### src/rtl/wext_cfg.svh
// Purpose: Offsets, field positions and reset values for the waveform extension.
// Assumes: Registers are reached over a plain byte-wide port with a 4-bit address.
// Notes:   Definitions only.
`ifndef WEXT_CFG_SVH
`define WEXT_CFG_SVH

// =====================================================================
// Register offsets
`define WX_CTRL_OFS      4'h0
`define WX_OVR_OFS       4'h1
`define WX_DTLS_BUF_OFS  4'h2
`define WX_DTHS_BUF_OFS  4'h3
`define WX_PAT_BUF_OFS   4'h4
`define WX_FAULT_OFS     4'h5
`define WX_STAT_OFS      4'h6
`define WX_MASK_OFS      4'h7
`define WX_DTLS_ACT_OFS  4'h8
`define WX_DTHS_ACT_OFS  4'h9
`define WX_PAT_ACT_OFS   4'hA

// =====================================================================
// Control register fields
`define WX_CTRL_DTI_EN   0
`define WX_CTRL_PG_EN    1
`define WX_CTRL_CHA_DIST 2
`define WX_CTRL_HALT_EN  3
`define WX_CTRL_UPD_REQ  4

// Fault register fields
`define WX_FAULT_EV_EN   0
`define WX_FAULT_CLR     1

// Status fields: fault flag, fault event, update done
`define WX_STAT_FAULT    0
`define WX_STAT_FEVT     1
`define WX_STAT_UPD      2

// =====================================================================
// Reset values
`define WX_CTRL_RST      8'h00
`define WX_OVR_RST       8'h00
`define WX_DT_RST        8'h00
`define WX_PAT_RST       8'h00
`define WX_MASK_RST      8'h00

`endif

### src/rtl/wext_pkg.sv
// Purpose: Shared types for the waveform extension.
// Assumes: Eight port pins, four compare channels.
// Notes:   Constants live in wext_cfg.svh.
package wext_pkg;

  // Byte of register data.
  typedef logic [7:0] byte_t;

  // Dead-time inserter phases.
  typedef enum logic [1:0] {
    DT_IDLE,
    DT_WAIT_LS,
    DT_WAIT_HS
  } dt_state_e;

endpackage : wext_pkg

### src/rtl/dead_time_inserter.sv
// Purpose: One dead-time inserter producing complementary low and high side outputs.
// Assumes: Waveform input is synchronous to ref_clk_i.
// Notes:   Dead time counts whole clock cycles; zero gives no gap.
`timescale 1ns/1ps
module dead_time_inserter (
  // Clock and reset
  input  wire logic        ref_clk_i,
  input  wire logic        rst_n_i,
  // Waveform and settings
  input  wire logic        wave_i,
  input  wire logic [7:0]  dt_ls_i,
  input  wire logic [7:0]  dt_hs_i,
  // Outputs
  output logic             ls_o,
  output logic             hs_o,
  output logic             busy_o
);

  typedef struct packed {
    wext_pkg::dt_state_e st;
    logic [7:0]          cnt;
    logic                wave;
    logic                ls;
    logic                hs;
  } dti_s;

  dti_s s_q;
  dti_s s_d;

  // Break before make: on an edge both sides go off, wait the dead time, then turn one on; zero dead time switches in one step.
  always_comb begin
    s_d      = s_q;
    s_d.wave = wave_i;
    case (s_q.st)
      wext_pkg::DT_IDLE: begin
        if (wave_i != s_q.wave) begin
          s_d.ls = 1'b0;
          s_d.hs = 1'b0;
          if (wave_i) begin
            if (dt_ls_i == 8'h00) begin
              s_d.ls = 1'b1; // RQ13
            end else begin
              s_d.cnt = dt_ls_i - 8'h01; // RQ4
              s_d.st  = wext_pkg::DT_WAIT_LS;
            end
          end else begin
            if (dt_hs_i == 8'h00) begin
              s_d.hs = 1'b1; // RQ13
            end else begin
              s_d.cnt = dt_hs_i - 8'h01; // RQ4
              s_d.st  = wext_pkg::DT_WAIT_HS;
            end
          end
        end
      end
      wext_pkg::DT_WAIT_LS, wext_pkg::DT_WAIT_HS: begin
        if (wave_i != s_q.wave) begin
          s_d.st = wext_pkg::DT_IDLE;
          s_d.ls = 1'b0;
          s_d.hs = 1'b0;
          if (wave_i) begin
            s_d.cnt = dt_ls_i - 8'h01;
            s_d.st  = (dt_ls_i == 8'h00) ? wext_pkg::DT_IDLE : wext_pkg::DT_WAIT_LS;
            s_d.ls  = (dt_ls_i == 8'h00);
          end else begin
            s_d.cnt = dt_hs_i - 8'h01;
            s_d.st  = (dt_hs_i == 8'h00) ? wext_pkg::DT_IDLE : wext_pkg::DT_WAIT_HS;
            s_d.hs  = (dt_hs_i == 8'h00);
          end
        end else if (s_q.cnt == 8'h00) begin
          s_d.st = wext_pkg::DT_IDLE;
          s_d.ls = (s_q.st == wext_pkg::DT_WAIT_LS); // RQ2
          s_d.hs = (s_q.st == wext_pkg::DT_WAIT_HS); // RQ2
        end else begin
          s_d.cnt = s_q.cnt - 8'h01;
        end
      end
      default: s_d.st = wext_pkg::DT_IDLE;
    endcase
  end

  // State register.
  always_ff @(posedge ref_clk_i or negedge rst_n_i) begin
    if (!rst_n_i) begin
      s_q <= '{st: wext_pkg::DT_IDLE, cnt: 8'h00, wave: 1'b0, ls: 1'b0, hs: 1'b1};
    end else begin
      s_q <= s_d;
    end
  end

  assign ls_o   = s_q.ls;
  assign hs_o   = s_q.hs;
  assign busy_o = (s_q.st != wext_pkg::DT_IDLE);

  // The two sides are never on together.
  a_no_overlap: assert property (@(posedge ref_clk_i) disable iff (!rst_n_i) // RQ2
    !(ls_o && hs_o)) else $error("Low and high side on together.");

  // A rise with nonzero low dead time holds both sides off next cycle.
  a_gap_on_rise: assert property (@(posedge ref_clk_i) disable iff (!rst_n_i) // RQ2
    (!busy_o && $rose(wave_i) && dt_ls_i != 8'h00) |=> (!ls_o && !hs_o))
    else $error("No gap before low side turns on.");

endmodule : dead_time_inserter

### src/rtl/waveform_extension.sv
// Purpose: Waveform extension with dead time, pattern generator and fault unit.
// Assumes: Serves the first timer of one port; waveform inputs are on ref_clk_i.
// Notes:   Eight pins: even pins low side, odd pins high side of channels A..D.
`timescale 1ns/1ps
`include "wext_cfg.svh"

// =====================================================================
// What this block does
// RQ1: Any feature enabled splits outputs into pairs; pairs reach the pins only with dead time on and the pattern off.
// RQ2: Low side follows, high side inverted, gapped.
// RQ3: Four inserters, eight-bit dead time each.
// RQ4: Separate high and low dead times.
// RQ5: Dead times buffered, loaded at update point.
// RQ6: Optional timer halt during dead time.
// RQ7: Override only selected pins.
// RQ8: Pattern drives all pins together, buffered.
// RQ9: Optionally channel A onto every pin.
// RQ10: Pattern generator bypasses dead time.
// RQ11: Selected event disables outputs at once.
// RQ12: One instance per timer, own outputs only.
// RQ13: Dead time in clock cycles; zero none.
// RQ14: Fault latches until software clears; flagged.
module waveform_extension (
  // Clock and reset
  input  wire logic       ref_clk_i,
  input  wire logic       rst_n_i,
  // Register port
  input  wire logic [3:0] reg_addr_i,
  input  wire logic [7:0] reg_wdata_i,
  input  wire logic       reg_wr_i,
  input  wire logic       reg_rd_i,
  output logic      [7:0] reg_rdata_o,
  // Timer side
  input  wire logic [3:0] wave_i,
  input  wire logic       update_i,
  input  wire logic [7:0] port_normal_i,
  output logic            timer_halt_o,
  // Event system
  input  wire logic       fault_event_i,
  // Port pins and interrupt
  output logic      [7:0] pin_o,
  output logic            irq_o
);

  // =====================================================================
  // Reset release and state
  logic [1:0] rst_sync_q;
  logic       rst_n;

  // Reset is released through two flip-flops.
  always_ff @(posedge ref_clk_i or negedge rst_n_i) begin
    if (!rst_n_i) begin
      rst_sync_q <= 2'b00;
    end else begin
      rst_sync_q <= {rst_sync_q[0], 1'b1};
    end
  end
  assign rst_n = rst_sync_q[1];

  typedef struct packed {
    logic [7:0] ctrl;
    logic [7:0] ovr;
    logic [7:0] dt_ls_buf;
    logic [7:0] dt_hs_buf;
    logic [7:0] pat_buf;
    logic       fev_en;
    logic [7:0] dt_ls;
    logic [7:0] dt_hs;
    logic [7:0] pat;
    logic       upd_pend;
    logic [2:0] stat;
    logic [2:0] mask;
    logic [7:0] rdata;
    logic [7:0] pin;
    logic       halt;
    logic       irq;
  } regs_s;

  regs_s s_q;
  regs_s s_d;

  // =====================================================================
  // Dead-time inserters
  logic [3:0] ls;
  logic [3:0] hs;
  logic [3:0] busy;

  // One inserter for each compare channel.
  generate
    for (genvar ch = 0; ch < 4; ch++) begin : g_dti
      dead_time_inserter u_dti ( // RQ3
        .ref_clk_i (ref_clk_i),
        .rst_n_i   (rst_n),
        .wave_i    (wave_i[ch]),
        .dt_ls_i   (s_q.dt_ls),
        .dt_hs_i   (s_q.dt_hs),
        .ls_o      (ls[ch]),
        .hs_o      (hs[ch]),
        .busy_o    (busy[ch])
      );
    end
  endgenerate

  // Decodes the register address into its read value.
  function automatic logic [7:0] read_mux(input regs_s r, input logic [3:0] a);
    logic [7:0] v;
    v = 8'h00;
    case (a)
      `WX_CTRL_OFS:     v = r.ctrl;
      `WX_OVR_OFS:      v = r.ovr;
      `WX_DTLS_BUF_OFS: v = r.dt_ls_buf;
      `WX_DTHS_BUF_OFS: v = r.dt_hs_buf;
      `WX_PAT_BUF_OFS:  v = r.pat_buf;
      `WX_FAULT_OFS:    v = {7'h00, r.fev_en};
      `WX_STAT_OFS:     v = {5'h00, r.stat};
      `WX_MASK_OFS:     v = {5'h00, r.mask};
      `WX_DTLS_ACT_OFS: v = r.dt_ls;
      `WX_DTHS_ACT_OFS: v = r.dt_hs;
      `WX_PAT_ACT_OFS:  v = r.pat;
      default:          v = 8'h00;
    endcase
    return v;
  endfunction : read_mux

  // =====================================================================
  // Next-state logic
  logic       wr_ctrl;
  logic       wr_fault;
  logic       rd_stat;
  logic       upd_now;
  logic       any_en;
  logic [7:0] split;
  logic [2:0] ev;

  assign wr_ctrl  = reg_wr_i && (reg_addr_i == `WX_CTRL_OFS);
  assign wr_fault = reg_wr_i && (reg_addr_i == `WX_FAULT_OFS);
  assign rd_stat  = reg_rd_i && (reg_addr_i == `WX_STAT_OFS);
  assign upd_now  = update_i && s_q.upd_pend;
  assign any_en   = s_q.ctrl[`WX_CTRL_DTI_EN] | s_q.ctrl[`WX_CTRL_PG_EN];

  // Interleave channel pairs onto pins: low side even, high side odd.
  always_comb begin
    for (int i = 0; i < 4; i++) begin
      split[2*i]   = ls[i];
      split[2*i+1] = hs[i];
    end
  end

  // Register writes, buffered loads, fault latch and pin mux.
  always_comb begin
    s_d       = s_q;
    s_d.rdata = reg_rd_i ? read_mux(s_q, reg_addr_i) : 8'h00;
    if (reg_wr_i) begin
      case (reg_addr_i)
        `WX_CTRL_OFS: begin
          s_d.ctrl = reg_wdata_i;
          s_d.ctrl[`WX_CTRL_UPD_REQ] = 1'b0;
        end
        `WX_OVR_OFS:      s_d.ovr       = reg_wdata_i;
        `WX_DTLS_BUF_OFS: s_d.dt_ls_buf = reg_wdata_i; // RQ5
        `WX_DTHS_BUF_OFS: s_d.dt_hs_buf = reg_wdata_i; // RQ5
        `WX_PAT_BUF_OFS:  s_d.pat_buf   = reg_wdata_i; // RQ8
        `WX_FAULT_OFS:    s_d.fev_en    = reg_wdata_i[`WX_FAULT_EV_EN];
        `WX_MASK_OFS:     s_d.mask      = reg_wdata_i[2:0];
        default:          s_d.ctrl      = s_q.ctrl;
      endcase
    end
    // A write with the update bit arms a load at the next timer update.
    if (wr_ctrl && reg_wdata_i[`WX_CTRL_UPD_REQ]) begin
      s_d.upd_pend = 1'b1;
    end else if (upd_now) begin
      s_d.upd_pend = 1'b0;
    end
    if (upd_now) begin
      s_d.dt_ls = s_q.dt_ls_buf; // RQ5
      s_d.dt_hs = s_q.dt_hs_buf; // RQ5
      s_d.pat   = s_q.pat_buf;   // RQ8
    end
    // Status: a read clears the event bits, a new event wins over the clear.
    ev = 3'b000;
    ev[`WX_STAT_FEVT] = s_q.fev_en && fault_event_i;
    ev[`WX_STAT_UPD]  = upd_now;
    if (rd_stat) begin
      s_d.stat[`WX_STAT_FEVT] = 1'b0;
      s_d.stat[`WX_STAT_UPD]  = 1'b0;
    end
    if (wr_fault && reg_wdata_i[`WX_FAULT_CLR]) begin
      s_d.stat[`WX_STAT_FAULT] = 1'b0; // RQ14
    end
    if (ev[`WX_STAT_FEVT]) begin
      s_d.stat[`WX_STAT_FAULT] = 1'b1; // RQ11
    end
    s_d.stat[2:1] = s_d.stat[2:1] | ev[2:1];
    s_d.irq  = |(s_d.stat & s_d.mask);
    s_d.halt = s_q.ctrl[`WX_CTRL_HALT_EN] && s_q.ctrl[`WX_CTRL_DTI_EN]
               && !s_q.ctrl[`WX_CTRL_PG_EN] && (|busy); // RQ6
    // Output mux.
    s_d.pin = port_normal_i;
    if (ev[`WX_STAT_FEVT] || s_q.stat[`WX_STAT_FAULT]) begin
      s_d.pin = 8'h00; // RQ11 RQ14
    end else if (s_q.ctrl[`WX_CTRL_PG_EN]) begin
      for (int p = 0; p < 8; p++) begin // RQ10
        if (s_q.ovr[p]) begin
          s_d.pin[p] = s_q.ctrl[`WX_CTRL_CHA_DIST] ? (wave_i[0] & s_q.pat[p])
                                                   : s_q.pat[p]; // RQ8 RQ9
        end
      end
    end else if (any_en) begin
      s_d.pin = (s_q.ovr & split) | (~s_q.ovr & port_normal_i); // RQ1 RQ7 RQ12
    end
  end

  // State register.
  always_ff @(posedge ref_clk_i or negedge rst_n) begin
    if (!rst_n) begin
      s_q <= '{ctrl: `WX_CTRL_RST, ovr: `WX_OVR_RST, dt_ls_buf: `WX_DT_RST,
               dt_hs_buf: `WX_DT_RST, pat_buf: `WX_PAT_RST, fev_en: 1'b0,
               dt_ls: `WX_DT_RST, dt_hs: `WX_DT_RST, pat: `WX_PAT_RST,
               upd_pend: 1'b0, stat: 3'b000, mask: 3'b000, rdata: 8'h00,
               pin: 8'h00, halt: 1'b0, irq: 1'b0};
    end else begin
      s_q <= s_d;
    end
  end

  assign reg_rdata_o  = s_q.rdata;
  assign pin_o        = s_q.pin;
  assign timer_halt_o = s_q.halt;
  assign irq_o        = s_q.irq;

  // =====================================================================
  // Checks
  a_fault_kills_pins: assert property (@(posedge ref_clk_i) disable iff (!rst_n) // RQ11
    (s_q.fev_en && fault_event_i) |=> (pin_o == 8'h00)) else $error("Fault left pins on.");

  a_fault_holds: assert property (@(posedge ref_clk_i) disable iff (!rst_n) // RQ14
    (s_q.stat[`WX_STAT_FAULT] && !wr_fault) |=> s_q.stat[`WX_STAT_FAULT])
    else $error("Fault cleared without software.");

  a_buf_no_early: assert property (@(posedge ref_clk_i) disable iff (!rst_n) // RQ5
    !upd_now |=> $stable(s_q.dt_ls) && $stable(s_q.dt_hs)) else $error("Dead time changed early.");

  a_buf_load: assert property (@(posedge ref_clk_i) disable iff (!rst_n) // RQ8
    upd_now |=> (s_q.pat == $past(s_q.pat_buf))) else $error("Pattern not loaded.");

  a_no_override_off: assert property (@(posedge ref_clk_i) disable iff (!rst_n) // RQ1
    (!any_en && !s_q.stat[`WX_STAT_FAULT] && !fault_event_i)
    |=> (pin_o == $past(port_normal_i))) else $error("Pins altered while idle.");

  a_ovr_select: assert property (@(posedge ref_clk_i) disable iff (!rst_n) // RQ7
    (s_q.ctrl[`WX_CTRL_DTI_EN] && !s_q.ctrl[`WX_CTRL_PG_EN] && !s_q.stat[`WX_STAT_FAULT]
     && !fault_event_i) |=> ((pin_o & ~$past(s_q.ovr)) == ($past(port_normal_i) & ~$past(s_q.ovr))))
    else $error("Unselected pin overridden.");

  a_halt_only_dti: assert property (@(posedge ref_clk_i) disable iff (!rst_n) // RQ6
    !s_q.ctrl[`WX_CTRL_HALT_EN] |=> !timer_halt_o) else $error("Halt without setting.");

  a_pattern_bypass: assert property (@(posedge ref_clk_i) disable iff (!rst_n) // RQ10
    (s_q.ctrl[`WX_CTRL_PG_EN] && !s_q.ctrl[`WX_CTRL_CHA_DIST] && !s_q.stat[`WX_STAT_FAULT]
     && !fault_event_i) |=> ((pin_o & $past(s_q.ovr)) == ($past(s_q.pat) & $past(s_q.ovr))))
    else $error("Pattern not on pins.");

  a_irq_level: assert property (@(posedge ref_clk_i) disable iff (!rst_n)
    ##1 (irq_o == |(s_q.stat & s_q.mask))) else $error("Interrupt level wrong.");

  // =====================================================================
  // Checks on flags, buffers, register port and pin mux

  // A taken fault event latches the fault flag.
  a_fault_sets_flag: assert property (@(posedge ref_clk_i) disable iff (!rst_n) // RQ14
    (s_q.fev_en && fault_event_i) |=> s_q.stat[`WX_STAT_FAULT])
    else $error("Fault flag not set.");

  // A clear write with no new event drops the flag.
  a_fault_clears: assert property (@(posedge ref_clk_i) disable iff (!rst_n) // RQ14
    (wr_fault && reg_wdata_i[`WX_FAULT_CLR] && !(s_q.fev_en && fault_event_i))
    |=> !s_q.stat[`WX_STAT_FAULT]) else $error("Fault flag not cleared.");

  // A latched fault keeps every pin low.
  a_fault_pins_low: assert property (@(posedge ref_clk_i) disable iff (!rst_n) // RQ14
    s_q.stat[`WX_STAT_FAULT] |=> (pin_o == 8'h00)) else $error("Pins on in fault.");

  // Distribution puts wave A, gated by the pattern, on overridden pins.
  a_dist_pins: assert property (@(posedge ref_clk_i) disable iff (!rst_n) // RQ9
    (s_q.ctrl[`WX_CTRL_PG_EN] && s_q.ctrl[`WX_CTRL_CHA_DIST]
     && !s_q.stat[`WX_STAT_FAULT] && !fault_event_i)
    |=> ((pin_o & $past(s_q.ovr))
         == ({8{$past(wave_i[0])}} & $past(s_q.pat) & $past(s_q.ovr))))
    else $error("Channel A not distributed.");

  // Pattern mode never halts the timer.
  a_pattern_no_halt: assert property (@(posedge ref_clk_i) disable iff (!rst_n) // RQ10
    s_q.ctrl[`WX_CTRL_PG_EN] |=> !timer_halt_o) else $error("Halt in pattern mode.");

  // A counting inserter halts the timer when halting is chosen, dead time is on and the pattern is off.
  a_halt_on_dead: assert property (@(posedge ref_clk_i) disable iff (!rst_n) // RQ6
    (s_q.ctrl[`WX_CTRL_HALT_EN] && s_q.ctrl[`WX_CTRL_DTI_EN]
     && !s_q.ctrl[`WX_CTRL_PG_EN] && (|busy)) |=> timer_halt_o)
    else $error("Timer not halted.");

  // A load consumes the pending request.
  a_upd_consumed: assert property (@(posedge ref_clk_i) disable iff (!rst_n) // RQ5
    (upd_now && !(wr_ctrl && reg_wdata_i[`WX_CTRL_UPD_REQ])) |=> !s_q.upd_pend)
    else $error("Request not consumed.");

  // Dead times move from the buffers at the update point.
  a_dt_load: assert property (@(posedge ref_clk_i) disable iff (!rst_n) // RQ5
    upd_now |=> (s_q.dt_ls == $past(s_q.dt_ls_buf))
                && (s_q.dt_hs == $past(s_q.dt_hs_buf)))
    else $error("Dead times not loaded.");

  // The active pattern changes only at the update point.
  a_pat_no_early: assert property (@(posedge ref_clk_i) disable iff (!rst_n) // RQ8
    !upd_now |=> $stable(s_q.pat)) else $error("Pattern changed early.");

  // Read data stand only in the cycle after a read.
  a_rdata_idle: assert property (@(posedge ref_clk_i) disable iff (!rst_n)
    !reg_rd_i |=> (reg_rdata_o == 8'h00)) else $error("Read data without read.");

  // Unmapped places read as zero.
  a_unmapped_zero: assert property (@(posedge ref_clk_i) disable iff (!rst_n)
    (reg_rd_i && reg_addr_i > `WX_PAT_ACT_OFS) |=> (reg_rdata_o == 8'h00))
    else $error("Unmapped read nonzero.");

  // Dead-time pairs reach the overridden pins untouched.
  a_split_pins: assert property (@(posedge ref_clk_i) disable iff (!rst_n) // RQ1
    (s_q.ctrl[`WX_CTRL_DTI_EN] && !s_q.ctrl[`WX_CTRL_PG_EN]
     && !s_q.stat[`WX_STAT_FAULT] && !fault_event_i)
    |=> ((pin_o & $past(s_q.ovr)) == ($past(split) & $past(s_q.ovr))))
    else $error("Pair not on pins.");

  // A status read clears the event bits unless a new event lands.
  a_stat_rd_clear: assert property (@(posedge ref_clk_i) disable iff (!rst_n)
    (rd_stat && !(s_q.fev_en && fault_event_i) && !upd_now)
    |=> (s_q.stat[2:1] == 2'b00)) else $error("Status not cleared.");

  // The update request bit never stays set.
  a_upd_bit_zero: assert property (@(posedge ref_clk_i) disable iff (!rst_n) // RQ5
    !s_q.ctrl[`WX_CTRL_UPD_REQ]) else $error("Update bit stuck.");

  // The override mask changes only by a write to it.
  a_ovr_hold: assert property (@(posedge ref_clk_i) disable iff (!rst_n) // RQ7
    !(reg_wr_i && reg_addr_i == `WX_OVR_OFS) |=> $stable(s_q.ovr))
    else $error("Override mask changed.");

  // With every status bit masked the interrupt stays low.
  a_irq_masked: assert property (@(posedge ref_clk_i) disable iff (!rst_n)
    (s_q.mask == 3'b000 && !(reg_wr_i && reg_addr_i == `WX_MASK_OFS)) |=> !irq_o)
    else $error("Masked interrupt raised.");

endmodule : waveform_extension

### config.mk
export PLATFORM = sky130hd
export DESIGN_NAME = waveform_extension
export DESIGN_NICKNAME = d
export VERILOG_FILES = /design/src/rtl/wext_pkg.sv /design/src/rtl/dead_time_inserter.sv /design/src/rtl/waveform_extension.sv
export VERILOG_INCLUDE_DIRS = /design/src /design/src/rtl
export SDC_FILE = /design/constraint.sdc
export NUM_CORES = 1
export LEC_CHECK = 0
export ABC_AREA = 1
export BUFFER_PORTS_ARGS = -buffer_cell sky130_fd_sc_hd__buf_2
export CAP_MARGIN = 10
export CORE_UTILIZATION = 50
export CTS_CLUSTER_DIAMETER = 40
export DETAILED_ROUTE_END_ITERATION = 6
export PLACE_DENSITY = 0.67
export SLEW_MARGIN = 20
export SYNTH_ARGS = -nofsm -noshare
export SYNTH_HDL_FRONTEND = slang
export SYNTH_SLANG_ARGS = --single-unit
### constraint.sdc
create_clock -name ref_clk_i -period 6.2 [get_ports ref_clk_i]
set_clock_uncertainty 0.05 [all_clocks]
set_input_delay 0 -clock ref_clk_i [delete_from_list [all_inputs] [get_ports ref_clk_i]]
set_output_delay 0 -clock ref_clk_i [all_outputs]
set_load 0.05 [all_outputs]
Word-level counts from Yosys, hierarchy flattened
Index checks and enable logic that the tools add are counted.

storage, ports and cells
  register bits = 143
  word-level logic and storage cells = 254

cells by class
  reduce and logical (&&, ||, !) cells = 56
  bitwise logic cells = 15
  equal/unequal tests = 42
  $add $sub $neg = 6
  multiplexer cells = 98

operators by type and width
  cell                                                    number
  two-way mux 10 bit                                      18
  case mux 8 bit (11 select lines)                        1
  two-way mux 8 bit                                       8
  case mux 8 bit (2 select lines)                         4
  zero test 8 bit                                         6
  subtractor 8 x 1 -> 8 bit (second input constant)       6
  two-way mux 1 bit                                       39
  two-way mux 2 bit                                       18
  case mux 2 bit (2 select lines)                         8
  inequality test 3 bit (second input constant)           8
  AND reduction 5 bit                                     4
  nonzero test 2 bit                                      9
  bitwise AND 8 bit                                       2
  == test 4 x 3 -> 1 bit (second input constant)          4
  AND reduction 4 bit                                     4
  == test 4 bit (second input constant)                   3
  inequality test 3 x 1 -> 1 bit (second input constant)  4
  inequality test 3 x 2 -> 1 bit (second input constant)  4
  AND reduction 2 bit                                     6
  AND reduction 3 bit                                     4
  logical AND 1 bit                                       10
  bitwise AND 1 bit                                       8
  == test 2 x 1 -> 1 bit (second input constant)          4
  == test 2 bit (second input constant)                   4
  17 further kinds                                        31

Depth between registers and ports, before layout
Gate-level depths: netlist of the first run.

  depth after elaboration = 7
  gate-level depth with buffers = 12
  depth with buffers taken out = 11

Modules after synthesis
A second synthesis of the first run with hierarchy kept.

unflattened totals
  cell total of the unflattened synthesis = 1424
  area total of the unflattened synthesis = 9784.4 µm²

modules (own cells, without submodules)
  module                                   sequential area each (µm²)  cells an instance  area an instance (µm²)  instances
  waveform_extension                       2277.2                      500                4262.8                  1
  dead_time_inserter (g_dti[1].u_dti ...)  326.6                       234                1386.3                  2
  dead_time_inserter (g_dti[3].u_dti)      326.6                       227                1386.3                  1
  dead_time_inserter (g_dti[0].u_dti)      326.6                       229                1362.6                  1

Least setup slack after synthesis of the first run
No wires, ideal clock.

  path kind = reg2reg
  from = reg s_q[41] in the netlist's numbering
  to = reg g_dti[1].u_dti.s_q[7] in the netlist's numbering
  slack = 4508 ps
  arrival time = 1522 ps
  library setup time = 120 ps
  cell stages (with the launch flop) = 12
  cells stage by stage = dfrtp_1 -> clkinv_1 -> ha_1 -> nand2_1 -> nor2_2 -> nand3_1 -> nand2_1 -> nand2_1 -> nand2_1 -> buf_4 -> o21ai_1 -> nand2_1

between the ends
  longest elaborated chain between the ends = 5
  elaborated cells between the ends (all ways) = 10
  classes of those cells = add/sub (1); eq/ne (1); mux (6); reduce/logical (2)

ends and longest elaborated chain
  item                             RTL line                                            source
  start, declared                  waveform_extension.sv:79                            regs_s s_q;
  start signal, assigned           waveform_extension.sv:216                           s_q <= '{ctrl: `WX_CTRL_RST, ovr: `WX_OVR_RST, dt_ls_buf: `WX_DT_RST,
  subtractor 8 x 1 -> 8 bit        dead_time_inserter.sv:43, dead_time_inserter.sv:62
  two-way mux 10 bit               dead_time_inserter.sv:40                            if (dt_ls_i == 8'h00) begin
  two-way mux 10 bit               dead_time_inserter.sv:39                            if (wave_i) begin
  two-way mux 10 bit               dead_time_inserter.sv:36                            if (wave_i != s_q.wave) begin
  case mux 8 bit (2 select lines)  dead_time_inserter.sv:34                            case (s_q.st)
  end signal, assigned             dead_time_inserter.sv:85                            s_q <= '{st: wext_pkg::DT_IDLE, cnt: 8'h00, wave: 1'b0, ls: 1'b0, hs: 1'b1};
  end, declared                    dead_time_inserter.sv:27                            dti_s s_q;

Several ways; a longest one is shown, not always the timed one. The select of a mux whose other input is x is not followed.
A chain may end at the register's enable or synchronous reset.

Final worst setup path of the first run
  from = reg s_q[33] in the netlist's numbering
  to = reg g_dti[1].u_dti.s_q[9] in the netlist's numbering

between the ends
  longest elaborated chain between the ends = 5
  elaborated cells between the ends (all ways) = 10
  classes of those cells = add/sub (1); eq/ne (1); mux (6); reduce/logical (2)

ends and longest elaborated chain
  item                             RTL line                                            source
  subtractor 8 x 1 -> 8 bit        dead_time_inserter.sv:50, dead_time_inserter.sv:66
  two-way mux 10 bit               dead_time_inserter.sv:47                            if (dt_hs_i == 8'h00) begin
  two-way mux 10 bit               dead_time_inserter.sv:39
  two-way mux 10 bit               dead_time_inserter.sv:36
  case mux 8 bit (2 select lines)  dead_time_inserter.sv:34

Several ways; a longest one is shown, not always the timed one. The select of a mux whose other input is x is not followed.

==> results of run 1 <==
-- worst reg2reg max path, cell delays in order (launching register included) --
cell,delay [ps]
dfrtp_1,450
inv_1,160
ha_1,260
nand2_2,100
nor2_4,240
nand2_1,100
nand2_1,70
nand2_1,70
nand2_1,270
inv_1,180
nand3_1,110
nand2_1,70
-- cells by family (layout without fill, tap and decap cells) --
group,count (synthesis),count (layout),share of synthesized area [%]
AO/OA/AOI/OAI,231,231,14.4
adder cells (fa/ha/maj),26,26,3.84
buffers and inverters,200,265,10.2
AND/OR/NAND/NOR,583,583,29.1
XOR/XNOR,2,2,0.207
other,1,1,0.0442
flip-flops,143,143,42.3
-- area by class of cell --
cell class / count / share of cell area [%]
multi-input cells: 843 / 42.0
flip-flops and latches: 143 / 37.3
inverters: 158 / 6.22
repair buffers: 75 / 5.29
clock buffers: 19 / 4.61
well taps: 220 / 2.86
clock inverters: 13 / 1.72
-- worst paths after layout --
check,startpoint,to,slack [ps],cells after the start
max reg2reg,s_q[33]$_DFFE_PN0P_,g_dti[1].u_dti.s_q[9]$_DFFE_PN0P_,3960,11
min in group asynchronous,rst_sync_q[1]$_DFF_PN0_,s_q[49]$_DFFE_PN0N_,240,0
max,s_q[33]$_DFFE_PN0P_,g_dti[1].u_dti.s_q[9]$_DFFE_PN0P_,3960,11
min,reg_addr_i[3],s_q[49]$_DFFE_PN0N_,20,6
min reg2reg,rst_sync_q[1]$_DFF_PN0_,s_q[49]$_DFFE_PN0N_,240,0
max in group asynchronous,rst_sync_q[1]$_DFF_PN0_,g_dti[2].u_dti.s_q[12]$_DFFE_PN0P_,4800,1
-- routing by layer --
layer  GRT usage, %  share of wire [%]
met4           12.5                3.8
met1           36.5                 43
met3           4.04                5.1
met2           45.5                 48
met5              0                  0
-- per-stage QoR --
step / instances / setup slack (ps)
2_1_floorplan: 1186 / 1880
3_3_place_gp: 1414 / 4120
3_5_place_dp: 1414 / 4000
4_1_cts: 1471 / 3960
5_1_grt: 1471 / 3740
6_report: 1471 / 3960
-- placed cells by master (no fill, tap or decap), types with 5 or more instances in the layout --
| cell | n |
|---|---|
| nand2_1 | 334 |
| inv_1 | 143 |
| dfrtp_1 | 138 |
| o21ai_0 | 121 |
| nor2_1 | 102 |
| nand3_1 | 95 |
| buf_2 | 47 |
| a21oi_1 | 43 |
| o21ai_1 | 32 |
| ha_1 | 26 |
| dlygate4sd3_1 | 25 |
| o22ai_1 | 21 |
| clkbuf_16 | 17 |
| inv_2 | 13 |
| nor3_1 | 12 |
| nand2_2 | 9 |
| o211ai_1 | 7 |
| nor2_4 | 6 |
| or2_2 | 6 |
| inv_6 | 6 |
| nand4_1 | 6 |
| nand3b_1 | 5 |
-- state kept, by name, summed over array words and instances (netlist names) --
register,cells
g_dti.u_dti.hs_o,4
g_dti.u_dti.ls_o,4
g_dti.u_dti.s_q,44
irq_o,1
pin_o,8
reg_rdata_o,8
rst_sync_q,2
s_q,71
timer_halt_o,1
-- power by group --
| group | total [mW] | switching (mW) | internal (mW) |
|---|---|---|---|
| sequential | 1.52 | 0.267 | 1.25 |
| combinational | 2.15 | 1.48 | 0.676 |
| clock | 1.07 | 0.450 | 0.621 |
==> qor.txt, run 1 <==
DRC viols: 5
Placement Cell Area: 8750 um^2
Syn nets: 1242
Dpl hpwl: 17.1 mm
Area of the multi-input gates: 4030 um^2
Max Transition Viols Final: 0
Vias per cell: 5.34
Netlist cell types: 36
Max stage delay cell, worst path: dfrtp_1
Post-route total power: 4.74 mW
Number of max-cap violations: 0
Post-synth ARST share: 100%
Worst-Skew Late Latency: 430 ps
Nets@finish: 1294
Synth top cells by count: 334 x nand2_1, 143 x inv_1, 139 x dfrtp_1
Via count: 7853
Resize count post-CTS: 0
Core ar.: 16600 um^2
Outcome: complete, but fails checks
Inserted Clock Buffers: 17
CTS H-tree lvls: 4
CP most frequent cell: nand2_1
Setup TNS Final: 0 ps
Post-CTS setup buffers: 0
Top post-synthesis cells by area: dfrtp_1 41%, nand2_1 15%, o21ai_0 7.1%
Root Buffer: clkbuf_16
RSZ-0062 raised after global routing: no
IO buf count: 47
Kind of cell adding the most delay to the critical path: simple AND/OR/NAND/NOR gates
Slew HR: 53.7%
Die ar.: 17500 um^2
Post-synth top area cell: dfrtp_1
Die Wd: 132 um
Initial core utilization: 51.1%
CP max FO: 11
Largest stage delay, worst path: 450 ps
Max Freq: 0.447 GHz
Period minus WS final: 2240 ps
Hold_buf cts: 25
Synthesized instance count: 1186
CP Capture Type: flip-flop
Post-synth EDFFs: 0
Grt ovf: 0
Cell Area, Synth: 8480 um^2
CP bufs+invs: 2
Largest net degree at the start of global routing: 54
First-pass GRT wire length: 37.7 mm
Synthesized flop and latch total: 143
Die height: 132 um
Drt wl/cell: 15.8 um
Final setup vio count: 0
Sink Count: 143
Routed WL: 23.2 mm
Fin area: 9610 um^2
Yosys warns: 0
CP required: 6460 ps
Share of layout cells above drive strength 1: 10.2%
CTS tree: built
Leakage power: 4.92 nW
Hold WS: 21.4 ps
Seq/Total Area, Yosys: 42.3%
Final worst path period share: 36.1%
Most numerous cell in the Yosys netlist: nand2_1
GR Util All Layers: 27.7%
Worst path arrival time: 2500 ps
Pre-Repair DR Iteration Count: 7
Setup Crit Path Kind: flip-flop to flip-flop
Hold Crit Class: input pin to flip-flop
Top Ports: 48
PwrDens: 493 nW/um^2
Final core utilization: 58.0%
1st-iter DRT viols: 754
# diodes: 0
RD Place Congestion: 0.946
Vias in the first global route: 7243
Clock Pin Slew Worst Setup and Hold Paths: 60 ps
CP startpoint kind: flip-flop
Violated checks: DRC
Avg Inst Size Synth: 7.15 um^2
Row count: 47
Fill cell count: 1608
Register area: 3590 um^2
VDD IR max: 0.259 mV
Hold Vio Cnt, Final: 0
Ys flop type: dfrtp_1
Critical path, cell by cell: inv_1 > ha_1 > nand2_2 > nor2_4 > nand2_1 > nand2_1 > nand2_1 > nand2_1 > inv_1 > nand3_1 > nand2_1
Clk buf depth: 2
Post-synth top area share: 41.0%
Post-DRT Antenna Nets: 0
Slew @ Worst Pin: 691 ps
Antenna violations before repair: 0
Area overhead of the layout relative to synthesis: 13.3%
Note: power is estimated with default switching activity, not from simulation.
==> inputs of run 2 (changes only) <==
Settings changed: PLACE_DENSITY 0.67 to 0.7.
Clock period 6.2 ns to 1.8 ns, I/O delays scaled along.
==> qor.txt, run 2 (synthesized netlist as in run 1, its figures left out) <==
IO buf count: 47 (unchanged)
GR Util All Layers: 28.1% (was 27.7%)
Core ar.: 16600 um^2 (unchanged)
Routed WL: 24.1 mm (was 23.2 mm)
Inserted Clock Buffers: 17 (unchanged)
WP depth: 9 (was 11)
Max Transition Viols Final: 0 (unchanged)
Min-Delay Path Depth: 6 (unchanged)
CTS H-tree lvls: 4 (unchanged)
Row count: 47 (unchanged)
Sink Count: 143 (unchanged)
# diodes: 0 (unchanged)
Hold Vio Cnt, Final: 0 (unchanged)
Top Ports: 48 (unchanged)
Largest net degree at the start of global routing: 41 (was 54)
1st-iter DRT viols: 827 (was 754)
RD Place Congestion: 0.963 (was 0.946)
Clock share of power: 21.9% (was 22.6%)
Switch share: 44.1% (was 46.3%)
Critical path, cell by cell: inv_1 > ha_1 > nand3_1 > nand2_1 > a21oi_1 > nand2_4 > buf_4 > nand2_1 > nand2_1 (was inv_1 > ha_1 > nand2_2 > nor2_4 > nand2_1 > nand2_1 > nand2_1 > nand2_1 > inv_1 > nand3_1 > nand2_1)
Setup Crit Path Kind: flip-flop to flip-flop (unchanged)
VDD IR max: 0.853 mV (was 0.259 mV)
Final setup vio count: 0 (unchanged)
CP required: 2070 ps (was 6460 ps)
Slew @ Worst Pin: 534 ps (was 691 ps)
Clock Pin Slew Worst Setup and Hold Paths: 60 ps (about the same)
Period minus WS final: 1740 ps (was 2240 ps)
DRC viols: 0 (was 5)
Dpl ws: -81.3 ps (was 4000 ps)
Commonest non-fill, non-tap cell in the layout: nand2_1 (unchanged)
Pre-Repair DR Iteration Count: 6 (was 7)
Max reg flops: 71 (unchanged)
Combinational share of power: 49.5% (was 45.4%)
CP bufs+invs: 2 (unchanged)
Max Freq: 0.575 GHz (was 0.447 GHz)
Seq pwr share: 28.7% (was 32.0%)
Biggest register: s_q (unchanged)
Drt wl/cell: 15.7 um (was 15.8 um)
CTS tree: built (unchanged)
Worst-Skew Late Latency: 440 ps (was 430 ps)
Outcome: complete, no violations (was complete, but fails checks)
CP max FO: 6 (was 11)
First-pass GRT wire length: 38.3 mm (was 37.7 mm)
Die ar.: 17500 um^2 (unchanged)
Share of layout cells above drive strength 1: 16.1% (was 10.2%)
Cell-internal power: 9.98 mW (was 2.55 mW)
Max stage delay cell, worst path: dfrtp_1 (unchanged)
Leakage power: 5.27 nW (was 4.92 nW)
Grt ovf: 0 (unchanged)
Switch Pwr: 7.87 mW (was 2.19 mW)
Worst path arrival time: 2010 ps (was 2500 ps)
Vias per cell: 5.34 (about the same)
Vias in the first global route: 7550 (was 7243)
Die Wd: 132 um (unchanged)
Initial core utilization: 51.1% (unchanged)
CP most frequent cell: nand2_1 (unchanged)
Post-DRT Antenna Nets: 0 (unchanged)
Final Worst Setup Slack: 62.2 ps (was 3960 ps)
Number of max-cap violations: 0 (unchanged)
Worst-case reg-to-reg path depth: 9 (was 11)
PwrDens: 1740 nW/um^2 (was 493 nW/um^2)
Dpl hpwl: 17.3 mm (was 17.1 mm)
Hold Crit Class: input pin to flip-flop (unchanged)
Kind of cell adding the most delay to the critical path: simple AND/OR/NAND/NOR gates (unchanged)
Fill cell count: 1521 (was 1608)
Slew HR: 64.3% (was 53.7%)
Final worst path period share: 96.5% (was 36.1%)
Root Buffer: clkbuf_16 (unchanged)
Via count: 8172 (was 7853)
Clk buf depth: 2 (unchanged)
Largest stage delay, worst path: 390 ps (was 450 ps)
CP Capture Type: flip-flop (unchanged)
Antenna violations before repair: 0 (unchanged)
Area overhead of the layout relative to synthesis: 21.1% (was 13.3%)
Commonest cells after routing, fill and taps aside: 326 x nand2_1, 141 x inv_1, 138 x dfrtp_1 (was 334 x nand2_1, 143 x inv_1, 138 x dfrtp_1)
Die height: 132 um (unchanged)
CP startpoint kind: flip-flop (unchanged)
Largest registers: s_q (71), g_dti.u_dti.s_q (44) (unchanged)
Nets@finish: 1356 (was 1294)
Post-route total power: 17.9 mW (was 4.74 mW)
-- run 2: changes by cell type in the layout (fill, tap and decap cells not counted), moves of 6 or more --
cell / previous run / this run
buf_4: 3 / 59
nand2_1: 334 / 326
o21ai_0: 121 / 113
o21ai_1: 32 / 40
nor2_1: 102 / 95
nand2_2: 9 / 15
-- run 2: repair_timing --
action	in CTS	in global routing
gates resized for setup	2	41
pin swaps	1	9
endpoints found under the hold margin	74	0
setup endpoints to repair	17	39
hold buffers	26	0
setup buffers	1	18
-- run 2: metrics by stage --
| step | hold WS [ps] | utilization (%) | instances | TNS (ps) | area [um^2] |
|---|---|---|---|---|---|
| after floorplan | -346 | - | 1186 | 0 | 8480 |
| after global placement | -264 | 55.0 | 1456 | -43.4 | 9120 |
| after detailed placement | -263 | 55.0 | 1456 | -513 | 9120 |
| after CTS | 7.12 | 60.5 | 1513 | 0 | 10000 |
| after global routing | 73.9 | 61.9 | 1531 | -263 | 10300 |
| final | 10.3 | 61.9 | 1531 | 0 | 10300 |
-- run 2: layer usage --
metal | part of all wire (%) | global-route usage (%) | vias up
met5 | 0 | 0 | -
met4 | 4.9 | 16.0 | 0
met3 | 5.3 | 4.19 | 84
met2 | 47 | 45.5 | 319
met1 | 42 | 36.0 | 3731
li1 | - | - | 4038
-- run 2: area by class of cell --
| cell class | instances | area (um^2) | share of cell area [%] |
|---|---|---|---|
| clock buffers | 18 | 429 | 4.18 |
| clock inverters | 12 | 209 | 2.03 |
| inverters | 158 | 603 | 5.87 |
| multi-input cells | 843 | 4140 | 40.3 |
| flip-flops and latches | 143 | 3590 | 34.9 |
| well taps | 220 | 275 | 2.68 |
| repair buffers | 137 | 1030 | 10.0 |
-- run 2: final timing paths --
path | start | to | slack (ps)
max | g_dti[2].u_dti.s_q[12]$_DFFE_PN0P_ | g_dti[2].u_dti.s_q[9]$_DFFE_PN0P_ | 60
min | reg_addr_i[3] | s_q[49]$_DFFE_PN0N_ | 10
max reg2reg | g_dti[2].u_dti.s_q[12]$_DFFE_PN0P_ | g_dti[2].u_dti.s_q[9]$_DFFE_PN0P_ | 60
min reg2reg | rst_sync_q[1]$_DFF_PN0_ | s_q[76]$_DFFE_PN0P_ | 180
max in group asynchronous | rst_sync_q[1]$_DFF_PN0_ | g_dti[1].u_dti.hs_o$_DFFE_PN1P_ | 940
min in group asynchronous | rst_sync_q[1]$_DFF_PN0_ | s_q[76]$_DFFE_PN0P_ | 180
-- run 2: power groups by stage --
stage,sequential [mW],clock [mW],combinational [mW]
floorplan,5.04,0,5.55
global placement,5.11,0,7.86
detailed placement,5.14,0,8.01
CTS,5.10,3.92,8.14
global route,5.25,4.04,9.86
finish,5.11,3.90,8.83
-- run 2: worst min-delay path: stages --
cell and delay, ps:
buf_2 140, nor2_4 70, nand2_1 50, nor2_1 40, inv_1 70, o21ai_0 80
==> inputs of run 3 (changes only) <==
Settings changed: CORE_MARGIN set to 2, CORE_UTILIZATION 50 to 56, PLACE_DENSITY 0.7 to 0.77.
==> qor.txt, run 3 (synthesized netlist as in run 1, its figures left out) <==
Outcome: complete, no violations (unchanged)
CTS H-tree lvls: 4 (unchanged)
Critical path, cell by cell: nor2_2 > nand2_1 > nor2_4 > buf_4 > inv_1 > o21ai_0 > o211ai_1 > nand2_1 (was inv_1 > ha_1 > nand3_1 > nand2_1 > a21oi_1 > nand2_4 > buf_4 > nand2_1 > nand2_1)
Metal2 WL: 11.9 mm (was 11.4 mm)
Max Freq: 0.567 GHz (was 0.575 GHz)
Worst R2R Setup Slack: 40 ps (was 60 ps)
Commonest cells after routing, fill and taps aside: 328 x nand2_1, 138 x dfrtp_1, 136 x inv_1 (was 326 x nand2_1, 141 x inv_1, 138 x dfrtp_1)
Kind of cell adding the most delay to the critical path: simple AND/OR/NAND/NOR gates (unchanged)
Largest registers: s_q (71), g_dti.u_dti.s_q (44) (unchanged)
Worst-Skew Late Latency: 430 ps (was 440 ps)
Post-DRT Antenna Nets: 0 (unchanged)
Commonest non-fill, non-tap cell in the layout: nand2_1 (unchanged)
Top sig layer: met4 (unchanged)
CTS tree: built (unchanged)
# diodes: 0 (unchanged)
Clock Pin Slew Worst Setup and Hold Paths: 60 ps (about the same)
Max stage delay cell, worst path: dfrtp_1 (unchanged)
Fin area: 10100 um^2 (was 10300 um^2)
Dpl hpwl: 17.3 mm (about the same)
PwrDens: 1730 nW/um^2 (was 1740 nW/um^2)
Worst r2r dst: g_dti[0].u_dti.hs_o$_DFFE_PN1P_ (was g_dti[2].u_dti.s_q[9]$_DFFE_PN0P_)
Root Buffer: clkbuf_16 (unchanged)
Pre-Repair DR Iteration Count: 6 (unchanged)
DRC viols: 0 (unchanged)
Worst setup path end: g_dti[0].u_dti.hs_o$_DFFE_PN1P_ (was g_dti[2].u_dti.s_q[9]$_DFFE_PN0P_)
Hold Crit Class: input pin to flip-flop (unchanged)
Top Ports: 48 (unchanged)
VDD IR max: 0.885 mV (was 0.853 mV)
Slew @ Worst Pin: 556 ps (was 534 ps)
Die height: 127 um (was 132 um)
Routed WL: 24.0 mm (was 24.1 mm)
Largest stage delay, worst path: 430 ps (was 390 ps)
GR Util All Layers: 31.0% (was 28.1%)
Sink Count: 143 (unchanged)
Initial core utilization: 57.9% (was 51.1%)
Share of layout cells above drive strength 1: 15.8% (was 16.1%)
Final setup vio count: 0 (unchanged)
CP startpoint kind: flip-flop (unchanged)
Worst path arrival time: 2090 ps (was 2010 ps)
CP bufs+invs: 2 (unchanged)
CP required: 2130 ps (was 2070 ps)
Row count: 44 (was 47)
CP most frequent cell: nand2_1 (unchanged)
RD Place Congestion: 0.975 (was 0.963)
1st-iter DRT viols: 803 (was 827)
Inserted Clock Buffers: 17 (unchanged)
Clk buf depth: 2 (unchanged)
Biggest register: s_q (unchanged)
Vias in the first global route: 8002 (was 7550)
Nets@finish: 1349 (was 1356)
Setup TNS Final: 0 ps (unchanged)
Die Wd: 127 um (was 132 um)
Setup Crit Path Kind: flip-flop to flip-flop (unchanged)
Post-Route M1 WL: 9.91 mm (was 10.2 mm)
Area overhead of the layout relative to synthesis: 19.2% (was 21.1%)
Critical path launch point: s_q[38]$_DFFE_PN0P_ (was g_dti[2].u_dti.s_q[12]$_DFFE_PN0P_)
Via count: 8300 (was 8172)
Final core utilization: 69.0% (was 61.9%)
CP max FO: 6 (unchanged)
Vias per cell: 5.57 (was 5.34)
Period minus WS final: 1760 ps (was 1740 ps)
Met3 routed WL: 1.49 mm (was 1.29 mm)
Grt ovf: 0 (unchanged)
Fin cells: 1490 (was 1531)
Hold Vio Cnt, Final: 0 (unchanged)
Max reg flops: 71 (unchanged)
Dpl ws: -63.4 ps (was -81.3 ps)
RSZ-0062 raised after global routing: yes
IO buf count: 47 (unchanged)
Number of max-cap violations: 0 (unchanged)
Max Transition Viols Final: 0 (unchanged)
WP depth: 8 (was 9)
CP Capture Type: flip-flop (unchanged)
Hold Startpoint: reg_addr_i[3] (unchanged)
Placed instance count: 1423 (was 1456)
Die ar.: 16100 um^2 (was 17500 um^2)
Worst-case reg-to-reg path depth: 8 (was 9)
First-pass GRT wire length: 39.4 mm (was 38.3 mm)
Worst R2R Start: s_q[38]$_DFFE_PN0P_ (was g_dti[2].u_dti.s_q[12]$_DFFE_PN0P_)
Leakage power: 5.21 nW (was 5.27 nW)
Core ar.: 14600 um^2 (was 16600 um^2)
Placement Cell Area: 9090 um^2 (was 9120 um^2)
Antenna violations before repair: 0 (unchanged)
Slew HR: 62.8% (was 64.3%)
Drt wl/cell: 16.1 um (was 15.7 um)
Final worst path period share: 97.9% (was 96.5%)
Final Worst Setup Slack: 37.6 ps (was 62.2 ps)
Largest net degree at the start of global routing: 51 (was 41)
==> run 3: through the flow <==
step	hold WS (ps)	power, mW
after CTS	5.77	16.9
after detailed placement	-260	13.2
final	25.7	17.4
after global placement	-265	12.9
after floorplan	-346	10.6
after global routing	65.0	18.8
==> run 3: repair_timing <==
item / 4_1_cts / 5_1_grt
gates cloned: 0 / 1
resized for setup: 1 / 36
pin swaps: 0 / 10
hold endpoints to repair: 71 / 0
setup endpoints to repair: 8 / 42
setup buffers: 0 / 9
hold buffers: 25 / 0
==> run 3: power breakdown <==
group	internal [mW]	switching [mW]
clock	2.12	1.51
combinational	3.10	5.54
sequential	4.30	0.856
total	9.53	7.91
==> run 3: layout make-up <==
class,instances,area (um^2)
Sequential cell,143,3590
Multi-Input combinational cell,844,4120
Fill cell,1210,4540
Inverter,158,601
Clock inverter,12,153
Clock buffer,20,447
Timing Repair Buffer,129,967
Tap cell,184,230
==> run 3: worst min path at each step <==
stage                              end  cells past startpoint
2_1_floorplan  rst_sync_q[0]$_DFF_PN0_                      0
3_3_place_gp   rst_sync_q[0]$_DFF_PN0_                      1
3_5_place_dp   rst_sync_q[1]$_DFF_PN0_                      1
4_1_cts            s_q[49]$_DFFE_PN0N_                      6
5_1_grt            s_q[24]$_DFFE_PN0P_                      4
6_report           s_q[49]$_DFFE_PN0N_                      6
==> run 3: layer usage <==
| metal | track usage [%] | vias up |
|---|---|---|
| met5 | 0 | - |
| met4 | 12.4 | 0 |
| met3 | 5.23 | 52 |
| met2 | 53.0 | 338 |
| met1 | 39.4 | 3882 |
| li1 | - | 4028 |
==> run 3: worst min-delay path, delay by kind of cell <==
kind                   cells  cell delay, ps
AO/OA/AOI/OAI              1              80
buffers and inverters      2             220
AND/OR/NAND/NOR            3             150
